==> src/pdc_map.vh <==
// register offsets, field positions and reset values of the pll divider and power control
`ifndef PDC_MAP_VH
`define PDC_MAP_VH

// ***********************************************************************
// register byte offsets (printed offset of the control word is 0x38)
// ***********************************************************************
`define PDC_OFF_CTRL      12'h038
`define PDC_OFF_MDIV      12'h03C
`define PDC_OFF_STATUS    12'h040

// ***********************************************************************
// field positions
// ***********************************************************************
`define PDC_PDN_BIT       0
`define PDC_SYNC_BIT      1
`define PDC_POST_LSB      2
`define PDC_POST_MSB      4
`define PDC_MDIV_MSB      4

// ***********************************************************************
// reset values
// ***********************************************************************
`define PDC_RST_POST      3'h7
`define PDC_RST_SYNC      1'b1
`define PDC_RST_PDN       1'b0
`define PDC_RST_MDIV      5'h00

// ***********************************************************************
// calibration timing
// ***********************************************************************
`define PDC_CAL_TIME_NS   1000
`define PDC_CLK_PERIOD_NS 4

`endif

==> src/pdc_pll_ctrl.v <==
// apb register block for pll m divider, post divider, sync enable and power down
//
// Local design decision: the APB slave port.
`include "pdc_map.vh"

module pdc_pll_ctrl #(
    parameter CAL_CYCLES = (`PDC_CAL_TIME_NS + `PDC_CLK_PERIOD_NS - 1) / `PDC_CLK_PERIOD_NS
) (
    input  wire        pclk,
    input  wire        presetn,
    input  wire        clk_en,
    input  wire        psel,
    input  wire        penable,
    input  wire        pwrite,
    input  wire [11:0] paddr,
    input  wire [31:0] pwdata,
    output reg  [31:0] prdata,
    output reg         pready,
    output reg         pslverr,
    input  wire        sync_event_pin,
    output reg         m_div_bypass,
    output reg  [5:0]  m_div_ratio,
    output reg  [3:0]  post_div_ratio,
    output reg         pll_enable,
    output reg         cal_reset,
    output reg         cal_busy,
    output reg         cal_done,
    output reg         chan_resync
);

    // ***********************************************************************
    // declarations
    // ***********************************************************************
    localparam CAL_IDLE = 2'b00;
    localparam CAL_RUN  = 2'b01;
    localparam CAL_DONE = 2'b10;
    // last count of a run; the counter is 16 bits, so longer runs do not fit
    localparam [15:0] CAL_LAST = CAL_CYCLES - 1;

    reg  [4:0]  m_divider_ratio;
    reg  [2:0]  post_sel;
    reg         sync_en;
    reg         synth_power_down;
    reg  [1:0]  cal_state;
    reg  [15:0] cal_count;
    reg         sync_meta;
    reg         sync_sync;
    reg         sync_prev;
    reg  [1:0]  next_cal_state;

    // ***********************************************************************
    // bus decode
    // ***********************************************************************
    // clk_en low also stalls the bus, so a master must not give up on a wait
    wire        access  = psel && penable && clk_en;
    wire        wr      = access && pwrite;
    wire        wr_done = wr && pready;
    wire        hit_ctl = (paddr == `PDC_OFF_CTRL);
    wire        hit_mdv = (paddr == `PDC_OFF_MDIV);
    wire        hit_sts = (paddr == `PDC_OFF_STATUS);
    wire        mapped  = hit_ctl || hit_mdv || hit_sts;
    wire        sync_rise = sync_sync && !sync_prev;

    // ***********************************************************************
    // post divider decode
    // ***********************************************************************
    // decode used only for the output ratio; readback returns the raw post_sel code
    function [3:0] post_ratio;
        input [2:0] code;
        begin
            if (code < 3'h2) begin
                post_ratio = 4'h2;
            end else begin
                post_ratio = {1'b0, code} + 4'h1;
            end
        end
    endfunction

    // ***********************************************************************
    // bus handshake: one wait state on every access while clk_en stays high
    // ***********************************************************************
    always @(posedge pclk or negedge presetn) begin
        if (!presetn) begin
            pready  <= 1'b0;
            pslverr <= 1'b0;
        end else if (clk_en) begin
            pready  <= psel && penable && !pready;
            pslverr <= psel && penable && !pready && !mapped;
        end
    end

    // ***********************************************************************
    // control registers
    // ***********************************************************************
    // writes land at the edge that completes the transfer, so an access
    // abandoned before pready never changes a setting
    always @(posedge pclk or negedge presetn) begin
        if (!presetn) begin
            post_sel         <= `PDC_RST_POST;
            sync_en          <= `PDC_RST_SYNC;
            synth_power_down <= `PDC_RST_PDN;
            m_divider_ratio  <= `PDC_RST_MDIV;
        end else if (clk_en) begin
            if (wr_done && hit_ctl) begin
                // only defined fields are stored
                post_sel         <= pwdata[`PDC_POST_MSB:`PDC_POST_LSB];
                sync_en          <= pwdata[`PDC_SYNC_BIT];
                synth_power_down <= pwdata[`PDC_PDN_BIT];
            end
            if (wr_done && hit_mdv) begin
                m_divider_ratio <= pwdata[`PDC_MDIV_MSB:0];
            end
        end
    end

    // ***********************************************************************
    // read data
    // ***********************************************************************
    // captured at the same edge that raises pready so it stands when the master samples
    always @(posedge pclk or negedge presetn) begin
        if (!presetn) begin
            prdata <= 32'h0000_0000;
        end else if (clk_en) begin
            if (access && !pwrite && !pready) begin
                if (hit_ctl) begin
                    prdata <= {27'h000_0000, post_sel, sync_en, synth_power_down};
                end else if (hit_mdv) begin
                    prdata <= {27'h000_0000, m_divider_ratio};
                end else if (hit_sts) begin
                    prdata <= {28'h000_0000, cal_busy, cal_done, cal_reset, pll_enable};
                end else begin
                    prdata <= 32'h0000_0000;
                end
            end
        end
    end

    // ***********************************************************************
    // sync event pin and channel resync
    // ***********************************************************************
    always @(posedge pclk or negedge presetn) begin
        if (!presetn) begin
            sync_meta   <= 1'b0;
            sync_sync   <= 1'b0;
            sync_prev   <= 1'b0;
            chan_resync <= 1'b0;
        end else if (clk_en) begin
            sync_meta   <= sync_event_pin;
            sync_sync   <= sync_meta;
            sync_prev   <= sync_sync;
            chan_resync <= sync_rise && sync_en;
        end
    end

    // ***********************************************************************
    // calibration sequencer
    // ***********************************************************************
    always @* begin
        next_cal_state = cal_state;
        case (cal_state)
            CAL_IDLE: next_cal_state = CAL_RUN;
            CAL_RUN: begin
                if (cal_count == CAL_LAST) begin
                    next_cal_state = CAL_DONE;
                end
            end
            CAL_DONE: next_cal_state = CAL_DONE;
            default:  next_cal_state = CAL_IDLE;
        endcase
        // power down forces the sequencer back to its start
        if (synth_power_down) begin
            next_cal_state = CAL_IDLE;
        end
    end

    // hardware reset leaves power down at 0, so calibration starts unprompted
    always @(posedge pclk or negedge presetn) begin
        if (!presetn) begin
            cal_state      <= CAL_IDLE;
            cal_count      <= 16'h0000;
            pll_enable     <= 1'b0;
            cal_reset      <= 1'b1;
            cal_busy       <= 1'b0;
            cal_done       <= 1'b0;
            m_div_bypass   <= 1'b1;
            m_div_ratio    <= 6'h01;
            post_div_ratio <= 4'h8;
        end else if (clk_en) begin
            cal_state      <= next_cal_state;
            cal_count      <= (next_cal_state == CAL_RUN && cal_state == CAL_RUN) ?
                              cal_count + 16'h0001 : 16'h0000;
            pll_enable     <= !synth_power_down;
            cal_reset      <= (next_cal_state == CAL_IDLE);
            cal_busy       <= (next_cal_state == CAL_RUN);
            cal_done       <= (next_cal_state == CAL_DONE);
            m_div_bypass   <= (m_divider_ratio == 5'h00);
            m_div_ratio    <= (m_divider_ratio == 5'h00) ? 6'h01 :
                              {1'b0, m_divider_ratio} + 6'h01;
            post_div_ratio <= post_ratio(post_sel);
        end
    end

endmodule

==> config.mk <==
export PLATFORM = sky130hd
export DESIGN_NAME = pdc_pll_ctrl
export DESIGN_NICKNAME = d
export VERILOG_FILES = /design/src/pdc_pll_ctrl.v
export VERILOG_INCLUDE_DIRS = /design/src /design/src/src
export SDC_FILE = /design/constraint.sdc
export NUM_CORES = 1
export LEC_CHECK = 0
export BUFFER_PORTS_ARGS = -buffer_cell sky130_fd_sc_hd__buf_4
export CAP_MARGIN = 30
export CORE_MARGIN = 2
export CORE_UTILIZATION = 40
export DETAILED_ROUTE_END_ITERATION = 6
export PLACE_DENSITY = 0.77
export SLEW_MARGIN = 20
export SYNTH_ARGS = -nofsm -noshare
export SYNTH_HDL_FRONTEND = slang
export SYNTH_SLANG_ARGS = --single-unit
==> constraint.sdc <==
create_clock -name pclk -period 2.14 [get_ports pclk]
set_input_delay 0.428 -clock pclk [delete_from_list [all_inputs] [get_ports pclk]]
set_output_delay 0.428 -clock pclk [all_outputs]
set_load 0.03 [all_outputs]
Yosys cells after proc, flatten, opt, wreduce, memory -nomap -nowiden
Cells that the tools add are included.
{"block": "totals", "reg_bits": 81, "output_inout_bits": 50}
{"block": "op_classes", "n_addsub": 3, "n_lt_le_gt_ge": 1, "n_eq_ne": 8, "muxes": 9, "reduce_logical": 26}
{"operator": "$eq 12x6->1 const B", "n": 2}
{"operator": "$add 16x1->16 const B", "n": 1}
{"operator": "$eq 16x8->1 const B", "n": 1}
{"operator": "$mux 16", "n": 1}
{"operator": "$logic_and 1x1->1", "n": 13}
{"operator": "$eq 12x7->1 const B", "n": 1}
{"operator": "$mux 5", "n": 2}
{"operator": "$mux 4", "n": 2}
{"operator": "$add 5x1->6 const B", "n": 1}
{"operator": "$mux 6", "n": 1}
{"operator": "$pmux 2 s3", "n": 1}
{"operator": "$reduce_and 2->1", "n": 3}
{"operator": "$logic_not 1->1", "n": 5}
{"operator": "$logic_not 5->1", "n": 1}
{"operator": "$add 3x1->4 const B", "n": 1}
{"operator": "$eq 2x1->1 const B", "n": 2}
{"operator": "$eq 2x2->1 const B", "n": 2}
{"operator": "$logic_not 2->1", "n": 2}
{"operator": "$mux 2", "n": 2}
{"operator": "$lt 3x2->1 const B", "n": 1}
{"operator": "$logic_or 1x1->1", "n": 2}

Depth between registers and ports, before layout
Gate-level depths: netlist of run 1.
{"block": "depth", "ltp_word": 7, "mapped_depth": 7}

Worst setup path after synthesis of run 1
No wires, ideal clock.
{"block": "synth_timing", "path_type": "input to register", "startpoint": "in paddr[1]", "endpoint": "reg m_divider_ratio[0]", "setup_time_ns": 0.125, "t_arrival_ns": 1.577, "t_required_ns": 2.015, "setup_slack_ns": 0.438, "stages": 4, "path_buffers": 0, "cell_sequence": "or4_4 -> nor2_8 -> nand4_4 -> mux2_2"}
{"block": "synth_via", "elab_chain_cells": 3}
{"element": "start: declaration", "line": "pdc_pll_ctrl.v:15", "text": "input wire [11:0] paddr,"}
{"element": "$eq 12x6->1 (no line)"}
{"element": "$logic_and 1x1->1", "line": "pdc_pll_ctrl.v:110", "text": "if (wr_done && hit_mdv) begin"}
{"element": "$reduce_and 2->1 (no line)"}
{"element": "end signal: assignment", "line": "pdc_pll_ctrl.v:102", "text": "m_divider_ratio <= `PDC_RST_MDIV;"}
{"element": "end signal: assignment", "line": "pdc_pll_ctrl.v:111", "text": "m_divider_ratio <= pwdata[`PDC_MDIV_MSB:0];"}
{"element": "end: declaration", "line": "pdc_pll_ctrl.v:40", "text": "reg [4:0] m_divider_ratio;"}
Every way passes these cells.
A chain may end at the register's enable or synchronous reset.

Final worst setup path of run 1
{"block": "layout_timing", "startpoint": "reg cal_count[1]", "endpoint": "reg cal_count[5]"}
{"block": "layout_via", "elab_chain_cells": 7}
{"element": "start: declaration", "line": "pdc_pll_ctrl.v:45", "text": "reg [15:0] cal_count;"}
{"element": "start signal: assignment", "line": "pdc_pll_ctrl.v:190", "text": "cal_count <= (next_cal_state == CAL_RUN && cal_state == CAL_RUN) ?"}
{"element": "$eq 16x8->1", "line": "pdc_pll_ctrl.v:163", "text": "if (cal_count == CAL_LAST) begin"}
{"element": "$mux 2", "line": "pdc_pll_ctrl.v:163"}
{"element": "$pmux 2 s3", "line": "pdc_pll_ctrl.v:160", "text": "case (cal_state)"}
{"element": "$mux 2", "line": "pdc_pll_ctrl.v:171", "text": "if (synth_power_down) begin"}
{"element": "$eq 2x1->1", "line": "pdc_pll_ctrl.v:190"}
{"element": "$logic_and 1x1->1", "line": "pdc_pll_ctrl.v:190"}
{"element": "$mux 16 *", "line": "pdc_pll_ctrl.v:190"}
Mark *: on every way between the ends. The rest lies on a longest branch, timed or not.

==> results of run 1 <==
-- where the power goes --
group          leakage (nW)  internal [W]  total (W)  switching, W
Combinational         0.763      0.000109   0.000319      0.000210
Clock                0.0524      0.000350   0.000662      0.000312
Sequential            0.695       0.00107    0.00111     0.0000428
-- synthesized netlist by cell type (4+ instances only) --
master | n | share of area (%)
sky130_fd_sc_hd__dfrtp_1 | 46 | 41
sky130_fd_sc_hd__buf_4 | 27 | 7.2
sky130_fd_sc_hd__nor2_1 | 25 | 3.3
sky130_fd_sc_hd__mux2_2 | 17 | 6.8
sky130_fd_sc_hd__inv_1 | 14 | 1.9
sky130_fd_sc_hd__o21ai_0 | 14 | 2.5
sky130_fd_sc_hd__a21oi_1 | 12 | 2.1
sky130_fd_sc_hd__nand2_1 | 11 | 1.5
sky130_fd_sc_hd__nand3_1 | 11 | 2.0
sky130_fd_sc_hd__dfstp_2 | 8 | 7.5
sky130_fd_sc_hd__nand4_1 | 7 | 1.6
sky130_fd_sc_hd__xnor2_1 | 6 | 1.9
sky130_fd_sc_hd__xor2_1 | 6 | 1.9
sky130_fd_sc_hd__ha_1 | 5 | 2.2
sky130_fd_sc_hd__or3_1 | 5 | 1.1
sky130_fd_sc_hd__clkbuf_1 | 4 | 0.53
sky130_fd_sc_hd__o31ai_1 | 4 | 1.1
-- cell type report --
type | instances | area share (%)
Clock buffer | 7 | 2.334
Clock inverter | 1 | 0.9181
Inverter | 15 | 1.721
Multi-Input combinational cell | 193 | 38.49
Sequential cell | 54 | 41.62
Tap cell | 96 | 3.673
Timing Repair Buffer | 49 | 11.25
-- worst max path at each step --
stage	from	cells past startpoint	to	slack [ns]
after floorplan	paddr[1]	4	m_divider_ratio[0]	0.44
after global placement	paddr[1]	5	prdata[2]	0.26
after detailed placement	paddr[1]	5	prdata[1]	0.18
after CTS	cal_count[1]	7	cal_count[6]	0.40
after global routing	cal_count[1]	7	cal_count[10]	0.20
final	cal_count[1]	7	cal_count[5]	0.41
-- flip-flops by register name (all words and copies together), names as in the netlist --
signal            cells
cal_busy              1
cal_count            16
cal_done              1
cal_reset             1
cal_state             2
chan_resync           1
m_div_bypass          1
m_div_ratio           6
m_divider_ratio       5
pll_enable            1
post_div_ratio        4
post_sel              3
prdata                5
pready                1
pslverr               1
sync_en               1
sync_meta             1
sync_prev             1
sync_sync             1
synth_power_down      1
-- cell families (layout without fill, tap and decap cells) --
group,count (synthesis),in the layout
adder cells (fa/ha/maj),5,5
flip-flops,54,54
AO/OA/AOI/OAI,45,45
multiplexers,19,19
other,1,27
XOR/XNOR,12,12
AND/OR/NAND/NOR,85,85
buffers and inverters,50,72
-- per-stage QoR --
step / instances / area (sq um)
final: 415 / 3271
after global routing: 415 / 3271
after CTS: 415 / 3271
after detailed placement: 407 / 3164
after global placement: 407 / 3164
after floorplan: 297 / 2913
-- routing by layer --
layer / global-route usage (%) / share of wire (%) / vias up
met5: 0 / 0 / -
met1: 20.39 / 43 / 971
met2: 26.31 / 51 / 64
met3: 3.770 / 5.1 / 6
li1: - / - / 991
met4: 4.336 / 0.93 / 0
==> insert_results.sql, run 1 <==
INSERT INTO impl_metrics (metric_group, metric, value, unit) VALUES
('status', 'status', 'finished clean', ''),
('clock_network', 'cts.repair.resized', '0', ''),
('cells_and_area', 'antenna_cells_inserted', '0', ''),
('clock_network', 'cts_tree', 'done', ''),
('timing', 'clock-skew-final', '0.006429', 'ns'),
('yosys', 'synth.lib_cells_used.distinct', '47', ''),
('timing', 'post_layout_min_period', '1.728', 'ns'),
('yosys', 'synth_fa_ha_area_share', '2.222', '%'),
('critical_path', 'reg2reg_from', 'cal_count[1]', ''),
('cells_and_area', 'final_common_cell', 'sky130_fd_sc_hd__buf_4', ''),
('yosys', 'syn-mean-instance-area', '10.39', 'sq um'),
('critical_path', 'timing.reg2reg.setup_slack', '0.41', 'ns'),
('floorplan', 'die_height', '87.89', 'microns'),
('yosys', 'synth-seq-area-share', '48.36', '%'),
('yosys', 'yosysWarningCount', '0', ''),
('route', 'route.detailed.drc', '0', ''),
('cells_and_area', 'postLayoutCoreUtil', '48.14', '%'),
('critical_path', 'timing.critical_path.required', '2.34', 'ns'),
('critical_path', 'critPathCaptureType', 'flip-flop', ''),
('clock_network', 'path_clk_slew', '0.09', 'ns'),
('timing', 'layout_worst_path_cycle_share', '80.74', '%'),
('yosys', 'synth_top_flop_cell', 'sky130_fd_sc_hd__dfrtp_1', ''),
('critical_path', 'worst_r2r_endpoint', 'cal_count[5]', ''),
('critical_path', 'worst-path-buf-inv', '2', ''),
('yosys', 'synth_xor_xnor_area_share', '3.733', '%'),
('clock_network', 'post-cts-setup-buffers', '0', ''),
('timing', 'achievable-frequency', '578.7', 'MHz'),
('yosys', 'async_reset_ff_share', '100.0', '%'),
('place', 'setup_ws_pre_cts', '0.1806', 'ns'),
('yosys', 'post_syn_area', '2815', 'sq um'),
('yosys', 'muxShareOfSynthArea', '7.511', '%'),
('timing', 'setup_repair_after_global_routing_missed_its_margin', 'no', ''),
('critical_path', 'critical_path.cell_chain', 'inv_1, ha_1, nor4bb_1, a41oi_2, a21oi_1, buf_4, nor2_1', ''),
('timing', 'timing.final.hold_violations', '0', ''),
('clock_network', 'cts.htree.levels', '2', ''),
('grt', 'antenna_violations_before_repair', '0', ''),
('place', 'gpl.final_weighted_congestion', '0.8457', ''),
('critical_path', 'slowest_stage', 'sky130_fd_sc_hd__dfrtp_1', ''),
('timing', 'worst_slack', '0.4121', 'ns'),
('place', 'io_buffer_count', '46', ''),
('yosys', 'synth-edff-count', '0', ''),
('power_and_ir_drop', 'power.ir.vdd_worst', '0.0003415', 'V'),
('floorplan', 'initial_core_util', '41.44', '%'),
('timing', 'setup_viol', '0', ''),
('route', 'final_wl', '5603', 'microns'),
('critical_path', 'startpoint_type', 'flip-flop', ''),
('power_and_ir_drop', 'p_leak', '1.511', 'nW'),
('clock_network', 'cts.hold.buffers_added', '0', ''),
('critical_path', 'worst_path_largest_cell_delay', '0.41', 'ns'),
('cells_and_area', 'multiInputGateArea', '1259', 'sq um'),
('run', 'max_cap_viol_count', '0', ''),
('critical_path', 'critical-path-top-delay-family', 'compound AO/OA/AOI/OAI gates', ''),
('floorplan', 'fp.coreArea', '6794', 'sq um'),
('clock_network', 'clkLatencyLatePin', '0.31', 'ns'),
('yosys', 'postSynthCellCount', '271', ''),
('route', 'postRouteAntennaNets', '0', ''),
('critical_path', 'crit_path_max_fanout', '12', ''),
('floorplan', 'row_count', '30', ''),
('cells_and_area', 'commonest_cells_after_routing_fill_and_taps_aside', '49 x sky130_fd_sc_hd__buf_4, 46 x sky130_fd_sc_hd__dfrtp_1, 27 x sky130_fd_sc_hd__conb_1', ''),
('grt', 'grt-ovfl-total', '0', ''),
('cells_and_area', 'storage_element_area', '1361', 'sq um'),
('route', 'overall_via_count_from_detail_route', '2032', ''),
('route', 'drt-initial-drc-count', '130', ''),
('route', 'wire_per_inst', '13.50', 'microns'),
('timing', 'finalSetupTns', '0', 'ns'),
('yosys', 'synthSimpleGateAreaFrac', '17.33', '%'),
('cells_and_area', 'areaGrowthSynthToFinish', '16.18', '%'),
('floorplan', 'num_io_pins', '101', ''),
('power_and_ir_drop', 'p_per_area', '639.3', 'nW/um^2'),
('cells_and_area', 'final_nets', '374', ''),
('timing', 'timing.hold.ws', '0.1433', 'ns');
No activity file was read; power rests on OpenSTA's default activity.
==> inputs of run 2 (changes only) <==
ABC_AREA = 1   (was not set)
PLACE_DENSITY = 0.78   (was 0.77)
clock period = 1.58 ns   (was 2.14 ns; I/O delays follow)
==> run 2 against run 1 <==
Against the previous run:
- combinational power grew 84%
- routed wire length grew 11%
- critical path depth grew 1
- hold slack lost 0.11 ns
- sequential power grew 39%
- synthesized area grew 7.5%
- largest power group unchanged
==> insert_results.sql, run 2 <==
INSERT INTO impl_metrics (metric_group, metric, value, unit) VALUES
('grt', 'grt_first_pass_wirelength', '10700', 'microns'),
('timing', 'setup_viol', '0', ''),
('clock_network', 'path_clk_slew', '0.10', 'ns'),
('clock_network', 'cts_tree', 'done', ''),
('timing', 'timing.final.max_slew_violations', '0', ''),
('power_and_ir_drop', 'switching_share', '30.45', '%'),
('yosys', 'top_post_synthesis_cells_by_area', 'sky130_fd_sc_hd__dfrtp_1 38%, sky130_fd_sc_hd__nand2_1 11%, sky130_fd_sc_hd__buf_4 6.9%', ''),
('yosys', 'synth_area_leader_cell', 'sky130_fd_sc_hd__dfrtp_1', ''),
('grt', 'grtUsageMet1', '18.74', '%'),
('place', 'setup_ws_pre_cts', '0.05731', 'ns'),
('cells_and_area', 'layout_top_registers', 'cal_count (16), m_div_ratio (6)', ''),
('floorplan', 'initial_core_util', '41.49', '%'),
('yosys', 'synthTopCellsByCount', '90 x sky130_fd_sc_hd__nand2_1, 49 x sky130_fd_sc_hd__nor2_1, 46 x sky130_fd_sc_hd__dfrtp_1', ''),
('yosys', 'syn-mean-instance-area', '8.068', 'sq um'),
('status', 'status', 'finished clean', ''),
('place', 'dp.final_hpwl', '4713', 'microns'),
('clock_network', 'cts.htree.levels', '2', ''),
('power_and_ir_drop', 'p_per_area', '879.0', 'nW/um^2'),
('cells_and_area', 'largest_register_ff_count', '16', ''),
('floorplan', 'fp.coreArea', '7292', 'sq um'),
('yosys', 'area_fraction_in_compound_gates_after_synthesis', '6.286', '%'),
('grt', 'grt-ovfl-total', '0', ''),
('cells_and_area', 'largest-register', 'cal_count', ''),
('power_and_ir_drop', 'power.net_switching', '0.0009371', 'W'),
('grt', 'busiest_layer', 'met2', ''),
('power_and_ir_drop', 'p_leak', '1.683', 'nW'),
('cells_and_area', 'final_nets', '481', ''),
('power_and_ir_drop', 'internal_power_summed_over_all_cells', '0.002140', 'W'),
('critical_path', 'critPathCaptureType', 'flip-flop', ''),
('cells_and_area', 'number_of_inserted_filler_cells_in_the_final_layout', '715', ''),
('yosys', 'post_syn_area', '3025', 'sq um'),
('grt', 'vias_in_the_first_global_route', '2478', ''),
('yosys', 'muxShareOfSynthArea', '0', '%'),
('floorplan', 'die_height', '90.97', 'microns'),
('yosys', 'synth_seq_cells', '54', ''),
('timing', 'clock-skew-final', '0.008805', 'ns'),
('yosys', 'synthSimpleGateAreaFrac', '30.60', '%'),
('clock_network', 'cts.path.max_buffers', '2', ''),
('route', 'drt-initial-drc-count', '124', ''),
('cells_and_area', 'final_common_cell', 'sky130_fd_sc_hd__nand2_1', ''),
('critical_path', 'worst_ep_arrival_time', '1.65', 'ns'),
('yosys', 'synth_fa_ha_area_share', '2.068', '%'),
('timing', 'achievable-frequency', '686.4', 'MHz'),
('critical_path', 'startpoint_type', 'flip-flop', ''),
('grt', 'antenna_violations_before_repair', '0', ''),
('place', 'gpl.final_weighted_congestion', '0.8603', ''),
('cells_and_area', 'layout-drive-gt1-share', '23.24', '%'),
('timing', 'tightest_slew', '0.6740', 'ns'),
('floorplan', 'row_count', '31', ''),
('yosys', 'synth-edff-count', '0', ''),
('timing', 'setup_repair_after_global_routing_missed_its_margin', 'no', ''),
('run', 'max_cap_viol_count', '0', ''),
('power_and_ir_drop', 'seq_power_share', '50.1', '%'),
('grt', 'use_met2', '27.78', '%'),
('yosys', 'synth_top_area_share', '38.05', '%'),
('timing', 'post_layout_min_period', '1.457', 'ns'),
('yosys', 'synth-seq-area-share', '45.00', '%'),
('route', 'vias_per_cell', '4.627', ''),
('timing', 'finalSetupTns', '0', 'ns'),
('critical_path', 'crit_path_max_fanout', '12', ''),
('timing', 'layout_worst_path_cycle_share', '92.20', '%'),
('route', 'postRouteAntennaNets', '0', ''),
('clock_network', 'cts_buffers', '5', ''),
('cells_and_area', 'areaGrowthSynthToFinish', '15.72', '%'),
('timing', 'timing.final.hold_violations', '0', ''),
('critical_path', 'crit_type', 'flip-flop to flip-flop', ''),
('yosys', 'synth_xor_xnor_area_share', '3.184', '%'),
('power_and_ir_drop', 'power.share.combinational', '19.1', '%'),
('yosys', 'yosysWarningCount', '0', ''),
('yosys', 'synth.lib_cells_used.distinct', '36', ''),
('timing', 'worst_slack', '0.1232', 'ns'),
('worst_hold_path', 'holdCritPathClass', 'primary input to asynchronous set/reset pin', ''),
('clock_network', 'numClockSinks', '54', ''),
('cells_and_area', 'final_cells', '525', ''),
('power_and_ir_drop', 'power.ir.vdd_worst', '0.0005841', 'V'),
('grt', 'grt.total_usage', '15.47', '%'),
('place', 'io_buffer_count', '46', ''),
('route', 'final_wl', '6205', 'microns'),
('clock_network', 'cts-root-buf', 'sky130_fd_sc_hd__clkbuf_8', ''),
('place', 'placed_cells_incl_taps', '516', ''),
('timing', 'max_slew_margin', '55.07', '%'),
('yosys', 'synthMostInstantiatedCell', 'sky130_fd_sc_hd__nand2_1', ''),
('route', 'overall_via_count_from_detail_route', '2429', ''),
('yosys', 'postSynthCellCount', '375', ''),
('floorplan', 'die_x', '90.97', 'microns'),
('route', 'dr.pass1.iters', '4', ''),
('yosys', 'synth_top_flop_cell', 'sky130_fd_sc_hd__dfrtp_1', ''),
('floorplan', 'num_io_pins', '101', ''),
('clock_network', 'clkLatencyLatePin', '0.31', 'ns'),
('cells_and_area', 'commonest_cells_after_routing_fill_and_taps_aside', '90 x sky130_fd_sc_hd__nand2_1, 50 x sky130_fd_sc_hd__buf_4, 49 x sky130_fd_sc_hd__nor2_1', ''),
('grt', 'globalRouteMet3Util', '3.154', '%'),
('yosys', 'synth_top_family_by_area', 'simple AND/OR/NAND/NOR gates', ''),
('cells_and_area', 'antenna_cells_inserted', '0', ''),
('floorplan', 'design.die.area', '8276', 'sq um'),
('route', 'wire_per_inst', '11.82', 'microns'),
('grt', 'pin_count_of_the_biggest_net_entering_global_routing', '55', ''),
('yosys', 'async_reset_ff_share', '100.0', '%'),
('power_and_ir_drop', 'clock_power_share', '30.9', '%'),
('route', 'route.detailed.drc', '0', ''),
('critical_path', 'timing.critical_path.required', '1.78', 'ns');
[run 2: cell types whose count changed in the layout (fill, tap and decap cells not counted), moves of 5 or more]
| cell | change |
|---|---|
| sky130_fd_sc_hd__or3_1 | -5 |
| sky130_fd_sc_hd__nand2_1 | +79 |
| sky130_fd_sc_hd__o21ai_0 | +7 |
| sky130_fd_sc_hd__inv_1 | +18 |
| sky130_fd_sc_hd__mux2_2 | -17 |
| sky130_fd_sc_hd__nor2_1 | +24 |
| sky130_fd_sc_hd__nor2_2 | +13 |
| sky130_fd_sc_hd__nand3_1 | +15 |
| sky130_fd_sc_hd__a21oi_1 | -7 |
[run 2: final timing paths]
path,startpoint,endpoint,cells past startpoint,slack (ns)
hold / removal,presetn,post_div_ratio[0],1,0.03
min in group pclk,sync_event_pin,sync_meta,3,0.21
max in group asynchronous,presetn,sync_meta,1,1.09
setup / recovery,cal_count[12],cal_count[13],8,0.12
setup reg to reg,cal_count[12],cal_count[13],8,0.12
hold reg to reg,sync_meta,sync_meta,2,0.48
[run 2: area by class of cell]
type / count / area (sq um) / share of cell area, %
Tap cell: 99 / 123.9 / 3.538
Sequential cell: 54 / 1361 / 38.89
Timing Repair Buffer: 50 / 375.4 / 10.72
Inverter: 36 / 137.6 / 3.931
Clock buffer: 5 / 68.82 / 1.966
Multi-Input combinational cell: 278 / 1386 / 39.60
Clock inverter: 3 / 47.55 / 1.358
[run 2: critical path, cell delays in order, from the launching register on]
cell and delay [ns]:
sky130_fd_sc_hd__dfrtp_1 0.45, sky130_fd_sc_hd__nor2_1 0.15, sky130_fd_sc_hd__nand2_1 0.08, sky130_fd_sc_hd__nor2_1 0.15, sky130_fd_sc_hd__nand2_2 0.11, sky130_fd_sc_hd__nand4_4 0.10
sky130_fd_sc_hd__nand2_4 0.08, sky130_fd_sc_hd__inv_4 0.17, sky130_fd_sc_hd__nor2_1 0.07
[run 2: metal layers]
layer | wire length, microns | vias to the layer above
li1 | - | 1229
met2 | 3197 | 65
met5 | 0 | -
met1 | 2636 | 1127
met4 | 80 | 0
met3 | 290 | 8
[run 2: what timing repair did]
item | 4_1_cts | 5_1_grt
setup endpoints to repair | 0 | 1
resized for setup | 0 | 2
hold buffers | 0 | 0
buffers inserted | 0 | 1
[run 2: power groups by stage]
stage	clock [W]	combinational (W)	sequential [W]
finish	0.000949	0.000587	0.00154
global route	0.00104	0.000646	0.00155
CTS	0.000978	0.000580	0.00154
detailed placement	0	0.000579	0.00157
global placement	0	0.000559	0.00156
floorplan	0	0.000361	0.00164
[run 2: kinds of logic (layout without fill, tap and decap cells)]
family | Yosys count | after routing
simple gates | 201 | 201
buf+inv | 69 | 94
flops | 54 | 54
compound gates | 34 | 34
xor+xnor | 11 | 11
fa+ha+maj | 5 | 5
other cells | 1 | 27
[run 2: through the flow]
stage | util, % | hold slack, ns | power (W) | cell area [sq um]
2_1_floorplan | - | 0.02041 | 0.001996 | 3123
3_5_place_dp | 46.17 | 0.4034 | 0.002145 | 3367
5_1_grt | 48.01 | 0.08122 | 0.003234 | 3501
6_report | 48.01 | 0.02868 | 0.003077 | 3501
3_3_place_gp | 46.17 | 0.3963 | 0.002120 | 3367
4_1_cts | 47.77 | 0.05998 | 0.003099 | 3483
==> inputs of run 3 (changes only) <==
ABC_AREA = not set   (was 1)
PLACE_DENSITY = 0.79   (was 0.78)
==> run 3 against run 2 <==
Against the previous run:
- clock power decreased by 16%
- clock-buffer cell count increased by 2
- clock skew decreased by 0.0046 ns
- sequential share of layout area decreased by 0.25 points
- fmax decreased by 7.6%
- critical path type unchanged
==> insert_results.sql, run 3 (synthesized netlist as in run 1, its figures left out) <==
INSERT INTO impl_metrics (metric_group, metric, value, unit) VALUES
('run', 'max_cap_viol_count', '0', ''),
('timing', 'timing.hold.ws', '0.03918', 'ns'),
('clock_network', 'numClockSinks', '54', ''),
('timing', 'timing.final.max_slew_violations', '0', ''),
('clock_network', 'cts.htree.levels', '2', ''),
('critical_path', 'critical-path-top-delay-family', 'compound AO/OA/AOI/OAI gates', ''),
('route', 'route.detailed.drc', '0', ''),
('cells_and_area', 'largest-register', 'cal_count', ''),
('place', 'io_buffer_count', '46', ''),
('critical_path', 'crit_type', 'flip-flop to flip-flop', ''),
('floorplan', 'fp.coreArea', '6794', 'sq um'),
('timing', 'finalSetupTns', '0', 'ns'),
('floorplan', 'die_x', '87.89', 'microns'),
('cells_and_area', 'postLayoutCoreUtil', '51.86', '%'),
('cells_and_area', 'areaGrowthSynthToFinish', '25.16', '%'),
('route', 'vias_per_cell', '4.934', ''),
('status', 'status', 'finished clean', ''),
('route', 'route.met2.wl', '3011', 'microns'),
('timing', 'setup_viol', '0', ''),
('critical_path', 'timing.reg2reg.setup_slack', '0.003', 'ns'),
('grt', 'grt-ovfl-total', '0', ''),
('route', 'dr.pass1.iters', '4', ''),
('grt', 'pin_count_of_the_biggest_net_entering_global_routing', '55', ''),
('cells_and_area', 'final_common_cell', 'sky130_fd_sc_hd__buf_4', ''),
('cells_and_area', 'commonest_cells_after_routing_fill_and_taps_aside', '75 x sky130_fd_sc_hd__buf_4, 46 x sky130_fd_sc_hd__dfrtp_1, 27 x sky130_fd_sc_hd__conb_1', ''),
('critical_path', 'worst_ep_arrival_time', '1.78', 'ns'),
('power_and_ir_drop', 'p_per_area', '810.7', 'nW/um^2'),
('clock_network', 'path_clk_slew', '0.09', 'ns'),
('floorplan', 'row_count', '30', ''),
('power_and_ir_drop', 'power.ir.vdd_worst', '0.0003933', 'V'),
('place', 'dp.final_hpwl', '4563', 'microns'),
('route', 'top_signal_layer_used', 'met4', ''),
('critical_path', 'timing.critical_path.required', '1.78', 'ns'),
('cells_and_area', 'layout-drive-gt1-share', '35.26', '%'),
('route', 'wl_met1', '2650', 'microns'),
('route', 'overall_via_count_from_detail_route', '2181', ''),
('floorplan', 'design.die.area', '7725', 'sq um'),
('grt', 'antenna_violations_before_repair', '0', ''),
('power_and_ir_drop', 'p_leak', '1.653', 'nW'),
('route', 'drt-initial-drc-count', '112', ''),
('floorplan', 'initial_core_util', '41.44', '%'),
('floorplan', 'num_io_pins', '101', ''),
('timing', 'tightest_slew', '0.6709', 'ns'),
('place', 'placed_cells_incl_taps', '433', ''),
('route', 'dr_wl_met3', '301', 'microns'),
('critical_path', 'startpoint_type', 'flip-flop', ''),
('grt', 'grt_first_pass_wirelength', '9722', 'microns'),
('cells_and_area', 'largest_register_ff_count', '16', ''),
('critical_path', 'worst-path-buf-inv', '2', ''),
('cells_and_area', 'number_of_inserted_filler_cells_in_the_final_layout', '621', ''),
('route', 'postRouteAntennaNets', '0', ''),
('cells_and_area', 'final_cells', '442', ''),
('worst_hold_path', 'holdCritPathClass', 'primary input to asynchronous set/reset pin', ''),
('timing', 'achievable-frequency', '634.2', 'MHz'),
('timing', 'max_slew_margin', '55.27', '%'),
('timing', 'layout_worst_path_cycle_share', '99.80', '%'),
('timing', 'timing.final.hold_violations', '0', ''),
('route', 'final_wl', '6057', 'microns'),
('place', 'gpl.final_weighted_congestion', '0.8833', ''),
('clock_network', 'cts.path.max_buffers', '2', ''),
('floorplan', 'die_height', '87.89', 'microns'),
('critical_path', 'critPathCaptureType', 'flip-flop', ''),
('clock_network', 'cts.hold.buffers_added', '0', ''),
('grt', 'vias_in_the_first_global_route', '2076', ''),
('clock_network', 'cts-root-buf', 'sky130_fd_sc_hd__clkbuf_8', ''),
('timing', 'setup_repair_after_global_routing_missed_its_margin', 'yes', ''),
('timing', 'post_layout_min_period', '1.577', 'ns'),
('clock_network', 'clkLatencyLatePin', '0.30', 'ns'),
('clock_network', 'cts_tree', 'done', ''),
('cells_and_area', 'final_nets', '401', ''),
('cells_and_area', 'antenna_cells_inserted', '0', ''),
('route', 'wire_per_inst', '13.70', 'microns'),
('critical_path', 'slowest_stage', 'sky130_fd_sc_hd__dfrtp_1', ''),
('clock_network', 'cts_buffers', '5', ''),
('timing', 'clock-skew-final', '0.004170', 'ns'),
('critical_path', 'crit_path_max_fanout', '6', ''),
('grt', 'grt.total_usage', '16.07', '%'),
('cells_and_area', 'layout_top_registers', 'cal_count (16), m_div_ratio (6)', ''),
('critical_path', 'critical_path.cell_chain', 'inv_2, ha_4, nor4bb_4, a41oi_4, a21oi_2, buf_4, nor2_1', ''),
('critical_path', 'worst_path_largest_cell_delay', '0.40', 'ns');
[run 3: worst paths after layout]
check,startpoint,endpoint,depth (start not counted)
max,cal_count[1],cal_count[4],7
min,presetn,sync_sync,1
max reg2reg,cal_count[1],cal_count[4],7
min reg2reg,post_div_ratio[3],post_div_ratio[3],2
max in group asynchronous,presetn,cal_count[13],1
min in group pclk,sync_event_pin,sync_meta,2
[run 3: final cells by class]
cell class | count | area (sq um) | area share [%]
clock buffers | 7 | 86.33 | 2.450
clock inverters | 1 | 5.005 | 0.1420
inverters | 15 | 56.30 | 1.598
multi-input cells | 193 | 1320 | 37.46
flip-flops and latches | 54 | 1361 | 38.64
well taps | 96 | 120.1 | 3.409
repair buffers | 76 | 574.3 | 16.30
[run 3: repair_timing]
item	in CTS	in global routing
gates resized for setup	2	9
buffers inserted	1	0
pin swaps	2	4
endpoints found under the setup margin	14	18
[run 3: worst reg2reg max path, delay by kind of cell, from the launching register on]
kind,cells,cell delay (ns)
buffers and inverters,2,0.25
AOI/OAI and AO/OA,2,0.41
DFF,1,0.40
and+or+nand+nor,2,0.28
adders and majority gates,1,0.12
[run 3: metrics by stage]
stage | worst slack, ns | cell area, sq um | power (W)
floorplan | 0.01601 | 2923 | 0.001865
global placement | -0.1457 | 3369 | 0.002019
detailed placement | -0.1649 | 3369 | 0.002034
CTS | -0.03104 | 3481 | 0.002833
global route | -0.1031 | 3523 | 0.003001
finish | 0.003088 | 3523 | 0.002856
[run 3: routing by layer]
layer / vias up / global-route usage [%]
met3: 6 / 3.393
li1: 1044 / -
met4: 0 / 6.014
met5: - / 0
met1: 1063 / 21.19
met2: 68 / 26.17
[run 3: power by group]
part           internal [W]  switching (W)  total, W
logic              0.000229       0.000337  0.000567
clock network      0.000355       0.000438  0.000793
registers           0.00145      0.0000515   0.00150
total               0.00203       0.000827   0.00286
